<file path="src/rtl/usrxb_pkg.sv">
// Shared types, constants and helpers for the receive buffer block.
// Assumes one system clock and an active high asynchronous reset.
package usrxb_pkg;

    // ****************************************************************
    // Widths and sizes
    // ****************************************************************
    localparam int CHAR_W = 9;
    localparam int BYTE_W = 8;
    localparam int CSZ_W = 3;
    localparam int FIFO_DEPTH = 2;
    localparam int PTR_W = 1;

    // ****************************************************************
    // Register bit positions
    // ****************************************************************
    localparam int ST_RX_COMPLETE = 7;
    localparam int ST_FRAME_ERR = 4;
    localparam int ST_OVERRUN = 3;
    localparam int ST_PARITY_ERR = 2;
    localparam int CTL_RX_NINTH = 1;

    // ****************************************************************
    // Character size codes and reset values
    // ****************************************************************
    localparam logic [CSZ_W-1:0] CSZ_5 = 3'h0;
    localparam logic [CSZ_W-1:0] CSZ_6 = 3'h1;
    localparam logic [CSZ_W-1:0] CSZ_7 = 3'h2;
    localparam logic [CSZ_W-1:0] CSZ_8 = 3'h3;
    localparam logic [CSZ_W-1:0] CSZ_9 = 3'h7;
    localparam logic [CHAR_W-1:0] MASK_5 = 9'h01f;
    localparam logic [CHAR_W-1:0] MASK_6 = 9'h03f;
    localparam logic [CHAR_W-1:0] MASK_7 = 9'h07f;
    localparam logic [CHAR_W-1:0] MASK_8 = 9'h0ff;
    localparam logic [CHAR_W-1:0] MASK_9 = 9'h1ff;
    localparam logic [BYTE_W-1:0] REG_RESET = 8'h00;

    // ****************************************************************
    // Types
    // ****************************************************************
    // One buffered character with its status
    typedef struct packed {
        logic [CHAR_W-1:0] data;
        logic frame_err;
        logic overrun;
        logic parity_err;
    } usrxb_entry_t;

    // Raw frame as handed over by the shift register
    typedef struct packed {
        logic [CHAR_W-1:0] bits;
        logic parity_bit;
        logic stop_bit;
    } usrxb_frame_t;

    // Frame format settings
    typedef struct packed {
        logic [CSZ_W-1:0] char_size_select;
        logic parity_enable_bit;
        logic parity_odd_even_bit;
    } usrxb_format_t;

    // Data bits that belong to the configured character size
    function automatic logic [CHAR_W-1:0] usrxb_char_mask(input logic [CSZ_W-1:0] csz);
        logic [CHAR_W-1:0] m;
        m = MASK_8;
        case (csz)
            CSZ_5: m = MASK_5;
            CSZ_6: m = MASK_6;
            CSZ_7: m = MASK_7;
            CSZ_9: m = MASK_9;
            default: m = MASK_8;
        endcase
        return m;
    endfunction

endpackage

</file>
<file path="src/rtl/usrxb_check.sv">
// Frame checker: masks the character and works out frame and parity errors.
// Assumes a frame from the shift register, purely combinational.
`timescale 1ns/100ps
`default_nettype none

module usrxb_check (
    input wire usrxb_pkg::usrxb_frame_t i_frame,
    input wire usrxb_pkg::usrxb_format_t i_format,
    output usrxb_pkg::usrxb_entry_t o_entry
);

    // ****************************************************************
    // Checking
    // ****************************************************************
    logic [usrxb_pkg::CHAR_W-1:0] masked;

    // Build the entry for the buffer
    always_comb begin
        masked = i_frame.bits & usrxb_pkg::usrxb_char_mask(i_format.char_size_select);
        // unused bits zero
        o_entry.data = masked;
        // first stop bit
        // later stops ignored
        o_entry.frame_err = ~i_frame.stop_bit;
        o_entry.overrun = 1'b0;
        // parity only when enabled
        o_entry.parity_err = i_format.parity_enable_bit &
                             ((^masked) ^ i_frame.parity_bit ^ i_format.parity_odd_even_bit);
    end

endmodule
`default_nettype wire

</file>
<file path="src/rtl/usrxb_fifo.sv">
// Two-entry receive buffer; slot zero is always the head, so the head is a flop.
// Assumes the caller pushes only when a slot is free after this cycle's pop.
`timescale 1ns/100ps
`default_nettype none

module usrxb_fifo (
    input wire logic i_clk,
    input wire logic i_reset,
    input wire logic i_flush,
    input wire logic i_push,
    input wire usrxb_pkg::usrxb_entry_t i_push_entry,
    input wire logic i_pop,
    input wire logic i_clear_parity,
    output usrxb_pkg::usrxb_entry_t o_head,
    output logic o_head_valid,
    output logic o_full
);

    // ****************************************************************
    // Storage
    // ****************************************************************
    usrxb_pkg::usrxb_entry_t mem_reg [usrxb_pkg::FIFO_DEPTH];
    usrxb_pkg::usrxb_entry_t mem_next [usrxb_pkg::FIFO_DEPTH];
    logic [usrxb_pkg::FIFO_DEPTH-1:0] valid_reg;
    logic [usrxb_pkg::FIFO_DEPTH-1:0] valid_next;

    // Pop shifts down, push fills the lowest free slot
    always_comb begin
        mem_next = mem_reg;
        valid_next = valid_reg;
        // empty read ignored
        // read frees a slot
        if (i_pop && valid_reg[0]) begin
            mem_next[0] = mem_reg[1];
            valid_next[0] = valid_reg[1];
            mem_next[1] = '0;
            valid_next[1] = 1'b0;
        end
        if (i_push) begin
            if (!valid_next[0]) begin
                mem_next[0] = i_push_entry;
                valid_next[0] = 1'b1;
            end else begin
                mem_next[1] = i_push_entry;
                valid_next[1] = 1'b1;
            end
        end
        // zero when parity disabled
        if (i_clear_parity) begin
            mem_next[0].parity_err = 1'b0;
            mem_next[1].parity_err = 1'b0;
        end
        // flush on disable
        if (i_flush) begin
            mem_next[0] = '0;
            mem_next[1] = '0;
            valid_next = '0;
        end
    end

    // Register the buffer
    always_ff @(posedge i_clk or posedge i_reset) begin
        if (i_reset) begin
            mem_reg[0] <= '0;
            mem_reg[1] <= '0;
            valid_reg <= '0;
        end else begin
            mem_reg <= mem_next;
            valid_reg <= valid_next;
        end
    end

    assign o_head = mem_reg[0];
    assign o_head_valid = valid_reg[0];
    assign o_full = valid_reg[1];

endmodule
`default_nettype wire

</file>
<file path="src/rtl/usrxb_top.sv">
// Receive buffer and status flags of a serial port receiver.
// Assumes the bit sampler on the same clock hands over finished frames and
// start-bit events as one-cycle pulses; the host bus decodes reads into a
// data-read strobe and samples the register images below.
//
// How it works
// Software reads the ninth bit from control before the data register.
// Each entry keeps ninth bit and error flags; data read advances them.
// Software reads status before data, since the data read moves the head.
// Receive-complete is one exactly while an unread character is buffered.
// Clearing receiver enable flushes the buffer and drops receive-complete.
// Interrupt requested while enabled, globally enabled and complete is set.
// Handler must read data to clear complete, or interrupt repeats.
// Error flags are readable but no software write can change them.
// Software writes zero to the error flag positions of status.
// Error flags never raise an interrupt request.
// Frame error shows the first stop bit of the head frame, low gives one.
// Only the first stop bit is checked, whatever the stop count setting.
// Overrun when buffer full, a character waits and a start bit arrives.
// Set overrun means frames were lost before the head frame; here the kept frame is marked and the lost frames came after it.
// Overrun clears when a frame moves from shift register into buffer.
// Parity error shows the head frame's check, zero when parity disabled.
// A buffer entry is free again as soon as it is read.
// Unused upper data bits read zero for short characters.
// Parity checked only with the enable bit; other bit picks odd or even.
// A data read on an empty buffer changes nothing.
// The head's ninth bit shows at bit one of the control register.
`timescale 1ns/100ps
`default_nettype none

module usrxb_top (
    input wire logic I_MCLK,
    input wire logic I_RESET,
    input wire logic I_RECEIVER_ENABLE,
    input wire logic [2:0] I_CHAR_SIZE_SELECT,
    input wire logic I_PARITY_ENABLE_BIT,
    input wire logic I_PARITY_ODD_EVEN_BIT,
    input wire logic I_RX_COMPLETE_IRQ_ENABLE,
    input wire logic I_GLOBAL_IRQ_ENABLE,
    input wire logic I_START_DETECT,
    input wire logic I_FRAME_DONE,
    input wire logic [8:0] I_FRAME_BITS,
    input wire logic I_FRAME_PARITY,
    input wire logic I_FRAME_STOP,
    input wire logic I_DATA_READ,
    output logic [7:0] O_SERIAL_DATA_REG,
    output logic [7:0] O_SERIAL_STATUS_REG,
    output logic [7:0] O_SERIAL_CONTROL_RX,
    output logic O_RX_COMPLETE_IRQ
);

    // ****************************************************************
    // Input grouping
    // ****************************************************************
    usrxb_pkg::usrxb_format_t format;
    usrxb_pkg::usrxb_frame_t frame;
    usrxb_pkg::usrxb_entry_t checked;

    // Bundle format and frame for the checker
    always_comb begin
        format.char_size_select = I_CHAR_SIZE_SELECT;
        format.parity_enable_bit = I_PARITY_ENABLE_BIT;
        format.parity_odd_even_bit = I_PARITY_ODD_EVEN_BIT;
        frame.bits = I_FRAME_BITS;
        frame.parity_bit = I_FRAME_PARITY;
        frame.stop_bit = I_FRAME_STOP;
    end

    // ****************************************************************
    // Frame check
    // ****************************************************************
    // Checked with the format in force when the frame ends
    usrxb_check u_check (
        .i_frame(frame),
        .i_format(format),
        .o_entry(checked)
    );

    // ****************************************************************
    // Shift register stage and overrun
    // ****************************************************************
    usrxb_pkg::usrxb_entry_t hold_reg;
    usrxb_pkg::usrxb_entry_t hold_next;
    logic hold_valid_reg;
    logic hold_valid_next;
    logic overrun_reg;
    logic overrun_next;
    usrxb_pkg::usrxb_entry_t head;
    usrxb_pkg::usrxb_entry_t push_entry;
    logic head_valid;
    logic fifo_full;
    logic room;
    logic move;
    logic flush;

    // Disabling the receiver is immediate
    assign flush = ~I_RECEIVER_ENABLE;

    // A slot is free when the buffer is not full or the head leaves now
    assign room = ~fifo_full | (I_DATA_READ & head_valid);
    assign move = hold_valid_reg & room & I_RECEIVER_ENABLE;

    // The waiting character carries the overrun mark into the buffer
    always_comb begin
        push_entry = hold_reg;
        push_entry.overrun = overrun_reg;
    end

    // Next values of the waiting character and the overrun mark
    always_comb begin
        hold_next = hold_reg;
        hold_valid_next = hold_valid_reg & ~move;
        overrun_next = overrun_reg;
        // Capture a finished frame if the stage is or becomes free
        if (I_FRAME_DONE && I_RECEIVER_ENABLE && (!hold_valid_reg || move)) begin
            hold_next = checked;
            hold_valid_next = 1'b1;
        end
        // clear on transfer
        if (move) begin
            overrun_next = 1'b0;
        end
        // full, waiting, new start
        // lost frames marked
        if (I_START_DETECT && I_RECEIVER_ENABLE && fifo_full && hold_valid_reg && !move) begin
            overrun_next = 1'b1;
        end
        // ongoing data dropped
        if (flush) begin
            hold_next = '0;
            hold_valid_next = 1'b0;
            overrun_next = 1'b0;
        end
    end

    // Register the shift register stage
    always_ff @(posedge I_MCLK or posedge I_RESET) begin
        if (I_RESET) begin
            hold_reg <= '0;
            hold_valid_reg <= 1'b0;
            overrun_reg <= 1'b0;
        end else begin
            hold_reg <= hold_next;
            hold_valid_reg <= hold_valid_next;
            overrun_reg <= overrun_next;
        end
    end

    // ****************************************************************
    // Receive buffer
    // ****************************************************************
    // status stored per entry
    // read frees the slot
    usrxb_fifo u_fifo (
        .i_clk(I_MCLK),
        .i_reset(I_RESET),
        .i_flush(flush),
        .i_push(move),
        .i_push_entry(push_entry),
        .i_pop(I_DATA_READ),
        .i_clear_parity(~I_PARITY_ENABLE_BIT),
        .o_head(head),
        .o_head_valid(head_valid),
        .o_full(fifo_full)
    );

    // ****************************************************************
    // Register images
    // ****************************************************************
    // masked data low byte
    assign O_SERIAL_DATA_REG = head.data[usrxb_pkg::BYTE_W-1:0];

    // Status image; error flags come only from the buffer head
    always_comb begin
        O_SERIAL_STATUS_REG = usrxb_pkg::REG_RESET;
        // complete while unread
        O_SERIAL_STATUS_REG[usrxb_pkg::ST_RX_COMPLETE] = head_valid;
        // no write path
        // head frame error
        O_SERIAL_STATUS_REG[usrxb_pkg::ST_FRAME_ERR] = head.frame_err;
        O_SERIAL_STATUS_REG[usrxb_pkg::ST_OVERRUN] = head.overrun;
        // head parity error
        O_SERIAL_STATUS_REG[usrxb_pkg::ST_PARITY_ERR] = head.parity_err;
    end

    // Control image carries the head's ninth bit
    always_comb begin
        O_SERIAL_CONTROL_RX = usrxb_pkg::REG_RESET;
        // ninth bit at one
        O_SERIAL_CONTROL_RX[usrxb_pkg::CTL_RX_NINTH] = head.data[usrxb_pkg::CHAR_W-1];
    end

    // ****************************************************************
    // Receive-complete interrupt
    // ****************************************************************
    logic irq_reg;
    logic irq_next;

    // level while complete set
    // errors not a source
    always_comb begin
        irq_next = I_RX_COMPLETE_IRQ_ENABLE & I_GLOBAL_IRQ_ENABLE & head_valid;
    end

    // Register the request
    always_ff @(posedge I_MCLK or posedge I_RESET) begin
        if (I_RESET) begin
            irq_reg <= 1'b0;
        end else begin
            irq_reg <= irq_next;
        end
    end

    assign O_RX_COMPLETE_IRQ = irq_reg;

endmodule
`default_nettype wire

</file>
<file path="config.mk">
export PLATFORM = sky130hd
export DESIGN_NAME = usrxb_top
export DESIGN_NICKNAME = d
export VERILOG_FILES = /design/src/rtl/usrxb_pkg.sv /design/src/rtl/usrxb_check.sv /design/src/rtl/usrxb_fifo.sv /design/src/rtl/usrxb_top.sv
export SDC_FILE = /design/constraint.sdc
export NUM_CORES = 1
export LEC_CHECK = 0
export BUFFER_PORTS_ARGS = -buffer_cell sky130_fd_sc_hd__clkbuf_2
export CORE_ASPECT_RATIO = 1.2
export CORE_UTILIZATION = 48
export DETAILED_ROUTE_END_ITERATION = 6
export PLACE_DENSITY = 0.75
export RECOVER_POWER = 25
export SLEW_MARGIN = 10
export SYNTH_ARGS = -nofsm -noshare
export SYNTH_HDL_FRONTEND = slang
export SYNTH_SLANG_ARGS = --single-unit
</file>
<file path="constraint.sdc">
create_clock -name I_MCLK -period 1.6 [get_ports I_MCLK]
set_input_delay 0.24 -clock I_MCLK [delete_from_list [all_inputs] [get_ports I_MCLK]]
set_output_delay 0.24 -clock I_MCLK [all_outputs]
set_load 0.03 [all_outputs]
</file>
Yosys cells after proc, flatten, opt, wreduce, memory -nomap -nowiden
Index checks and enable logic that the tools add are counted.
{ "totals": {"wordCells": 65, "inputBits": 24, "romBits": 0, "output_inout_bits": 25, "mem_count": 0, "register_bits": 40, "latch_bits": 0, "ramBits": 0} }
{ "op_classes": {"bitwise_logic": 14, "n_mux": 19, "eq_ne": 5, "multipliers": 0, "n_shift": 0, "n_lt_le_gt_ge": 0, "add_sub_neg": 0, "n_reduce_logical": 12, "n_div": 0} }
{ "op_table": {"columns": ["operator", "n"], "rows": [
  ["24-bit 2-to-1 mux", 3],
  ["12-bit 2-to-1 mux", 4],
  ["9-bit one-hot mux with 4 select lines", 1],
  ["9-bit AND", 1],
  ["9-bit parity", 1],
  ["1-bit 2-to-1 mux", 8],
  ["1-bit AND", 7],
  ["1-bit logical AND", 7],
  ["2-bit 2-to-1 mux", 3],
  ["3-bit by 1-bit equality test with 1-bit output (second input constant)", 1],
  ["3-bit by 2-bit equality test with 1-bit output (second input constant)", 1],
  ["3-bit equality test (second input constant)", 1],
  ["3-bit logical NOT", 1],
  ["3-bit by 1-bit inequality test with 1-bit output (second input constant)", 1],
  ["1-bit inverter", 3],
  ["1-bit logical NOT", 2],
  ["2-bit by 1-bit inequality test with 1-bit output (second input constant)", 1],
  ["1-bit XOR", 2],
  ["1-bit logical OR", 1],
  ["1-bit OR", 1]
]} }

Depth between registers and ports, before layout
{ "logic_depth": {"ltp_word": 9, "ltp_mapped": 6, "ltp_nobuf": 4} }

By module
From an unflattened synthesis, not the netlist that was laid out.
{ "hier_totals": {"cells_unflattened": 254, "hier_area_um2": 2451.1} }
{ "by_module_without_submodules": {"columns": ["module", "instances", "cells_each", "seq_area_each_um2", "area_each_um2"], "rows": [
  ["usrxb_fifo", 1, 162, 650.6, 1571.5],
  ["usrxb_top", 1, 66, 350.3, 680.7],
  ["usrxb_check", 1, 26, 0.0, 198.9]
]} }

Least setup slack after synthesis
OpenSTA, ideal clock, no wires.
{ "synth_path": {"kind": "register -> register", "startpoint": "register u_fifo.valid_reg[0] in the netlist's numbering", "endpoint": "register hold_reg[10] in the netlist's numbering", "setup_time_ns": 0.122, "required_time_ns": 1.478, "setup_slack_ns": 0.066, "n_path_buf": 2, "stages_incl_launch_ff": 7, "arrival_ns": 1.413, "synth_period_minus_slack_ns": 1.534, "cell_sequence": "dfrtp_1 > buf_2 > nand2_1 > nand3_1 > and3_1 > clkbuf_1 > a32o_1"} }
{ "synth_between": {"elab_chain_len": 7} }
{ "synth_lines": {"columns": ["element", "line", "rtl"], "rows": [
  ["from (decl)", "usrxb_fifo.sv:24", "logic [usrxb_pkg::FIFO_DEPTH-1:0] valid_reg;"],
  ["from (signal assigned)", "usrxb_fifo.sv:69", "valid_reg <= valid_next;"],
  ["1-bit AND", "usrxb_top.sv:100", "assign room = ~fifo_full | (I_DATA_READ & head_valid);"],
  ["1-bit OR", "usrxb_top.sv:100", null],
  ["1-bit AND (2 in a row)", "usrxb_top.sv:101", "assign move = hold_valid_reg & room & I_RECEIVER_ENABLE;"],
  ["1-bit logical OR", "usrxb_top.sv:115", "if (I_FRAME_DONE && I_RECEIVER_ENABLE && (!hold_valid_reg || move)) begin"],
  ["1-bit logical AND", "usrxb_top.sv:115", null],
  ["2-bit by 1-bit inequality test with 1-bit output (no source line)", null, null],
  ["to (signal assigned)", "usrxb_top.sv:143", "hold_reg <= hold_next;"],
  ["to (decl)", "usrxb_top.sv:82", "usrxb_pkg::usrxb_entry_t hold_reg;"]
]} }
No other way between the ends.
A chain may end at the register's enable or synchronous reset.

==> reports/metrics.cfg <==
[run_status]
outcome = finished clean

[critical_path]
arrival_ns = 1.60
worst_setup_path_start_kind = flip-flop
critPathKind = flip-flop to flip-flop
required_ns = 1.78
cp.depth = 4
crit_path_end = u_fifo.o_head[10]
crit_fanout = 14
worst-r2r-setup-slack_ns = 0.18
crit_slowest_cell = dfrtp_1
critical_path.top_delay_family = compound AO/OA/AOI/OAI gates
path_cells = buf_4, a211o_1, buf_4, o211a_1
worst-r2r-cell-count = 4
r2r-start = u_fifo.valid_reg[0]
cp_common_cell = buf_4
cp.buffers_inverters = 2
endpoint_kind = flip-flop
r2r_end = u_fifo.o_head[10]
max_stage_delay_ns = 0.43
worstSetupStartpoint = u_fifo.valid_reg[0]

[floorplan]
start_util = 0.499
die_w_um = 62.7
pin_count = 49
dieArea_um2 = 4700
row_count = 26
die_h_um = 74.9
core_um2 = 4260

[global_routing]
grt_max_degree = 41
grtUsageTotal = 0.202
grt.overflow.total = 0
antenna_found_initial = 0
grt_pass1_wl_um = 7210
grt_pass1_vias = 1549

[synth]
synth_edf_count = 0
synth_cells = 217
synthFlopType = dfrtp_1
synth_area_um2 = 2120
yosysUniqueCellTypes = 32
synth_largest_area_cell = dfrtp_1
synthArstFlopShare = 1.00
synthMostInstantiatedCell = dfrtp_1
avgSynthCellArea_um2 = 9.79
ys_ff_latch = 40
netlist_top_cells_area = dfrtp_1 (47%), nand3_1 (8.7%), buf_4 (8.5%), nand2_1 (5.5%), a21boi_0 (4.9%)
seq_area_frac_synth = 0.471
synth_common_cells = dfrtp_1 (40), nand3_1 (37), nand2_1 (31)
yosysWarnings = 0
synth.top_cell.area_share = 0.471

[clocking]
h-tree-depth = 2
cts_hold_buf = 1
root_buffer = clkbuf_8
cts_resized = 0
cts_tree = yes
cts.clk_slew.worst_paths_ns = 0.08
clock-sinks = 40
cts_buffer_depth = 2
cts_setup_buffers = 0
insertion_delay_ns = 0.30
cts_buffers = 5

[finish]
area_growth_pct = 16.1
layout-drive-gt1-share = 0.268
nFillCells = 406
multi_input_area_um2 = 907
final_area_um2 = 2470
ff_latch_area_um2 = 1000
fin_util = 0.579
diodes = 0
final_cells = 313
fin_nets = 280

[pwr]
combPwrFrac = 0.154
sw_frac_of_total = 0.264
p_leak_nw = 1.31
seqPwrFrac = 0.478
power_density_nw_per_um2 = 908
peakVddDrop_mv = 0.468
finalPower_mw = 2.24
p_switching_mw = 0.590
p_int_mw = 1.65
clkPwrFrac = 0.368

[routing]
drc = 0
wl_met1_um = 1840
met2WireLength_um = 2230
wl_per_cell_um = 13.8
wl_met3_um = 162
ant_nets = 0
drt_iter0_drc = 105
firstDrtPassIters = 4
num_vias = 1687
vias_per_cell = 5.39
routed.top_layer = met4
totalWireLength_um = 4310

[placement]
gp_congestion = 0.795
place_area_um2 = 2360
io_buffer_count = 37
place_inst = 304
dp_hpwl_um = 3080

[timing]
setup_viol = 0
max_freq_mhz = 706
min_period_over_period = 0.885
hold_ws_ns = 0.113
worstMarginPinSlew_ns = 0.877
fin_skew_ns = 0.00546
report.final.slew_viol_count = 0
finalHoldViolCount = 0
rsz0062_at_grt = false
slew_headroom = 0.416
period_minus_slack_ns = 1.42

[hold_path]
hold_depth = 2
min_path_type = input port to flip-flop

[run]
cap_violations = 0

## power groups by stage
stage / Clock (mW) / Combinational [mW] / Sequential, mW
after floorplan: 0 / 0.272 / 1.08
after global placement: 0 / 0.345 / 1.09
final: 0.823 / 0.346 / 1.07
after CTS: 0.843 / 0.357 / 1.07
after global routing: 0.880 / 0.382 / 1.08
after detailed placement: 0 / 0.353 / 1.09
## per-stage QoR
step           setup TNS [ns]  worst slack (ns)
6_report                    0             0.183
3_5_place_dp           -0.158            -0.158
4_1_cts                     0             0.157
2_1_floorplan               0            0.0658
3_3_place_gp          -0.0918           -0.0918
5_1_grt                     0            0.0791
## cells by family (layout without fill, tap and decap cells)
group	after synthesis	in the layout	share of synthesized area
AND/OR/NAND/NOR	76	76	0.165
buffers and inverters	43	73	0.120
AO/OA/AOI/OAI	50	50	0.193
multiplexers	1	1	0.00530
XOR/XNOR	6	6	0.0442
other	1	11	0.00177
flip-flops	40	40	0.471
## layout by cell type, fill, tap and decap left out, types with 2 or more instances in the layout
cell	count
nand3_1	37
a32o_1	2
xnor3_1	3
conb_1	11
a21boi_0	14
clkbuf_8	5
inv_1	5
clkbuf_2	37
and3_1	2
o21ai_0	5
dfrtp_1	40
and4_1	2
nand2_1	31
xnor2_1	2
nor2_1	2
o2bb2ai_1	3
a22o_1	6
buf_4	21
a21oi_1	2
o211a_1	10
## metal layers
metal  GRT usage  vias to the layer above
li1            -                      811
met1       0.239                      828
met2       0.360                       41
met3      0.0515                        7
met4      0.0775                        0
met5           0                        -
## layout make-up
class	count	share of cell area
tap	56	0.0284
inverter	5	0.00761
clock buffer	5	0.0279
multi-input combinational	144	0.368
clock inverter	3	0.0173
timing repair buffer	60	0.145
sequential	40	0.406
## worst min-delay path by stage
| stage | from | end | slack [ns] |
|---|---|---|---|
| CTS | I_FRAME_STOP | hold_reg[2] | 0.11 |
| global placement | I_RESET | overrun_reg | 0.29 |
| global route | I_FRAME_STOP | hold_reg[2] | 0.10 |
| finish | I_FRAME_STOP | hold_reg[2] | 0.11 |
| floorplan | I_FRAME_STOP | hold_reg[2] | 0.32 |
| detailed placement | I_RESET | overrun_reg | 0.30 |
Power figures use the tool's default switching activity.
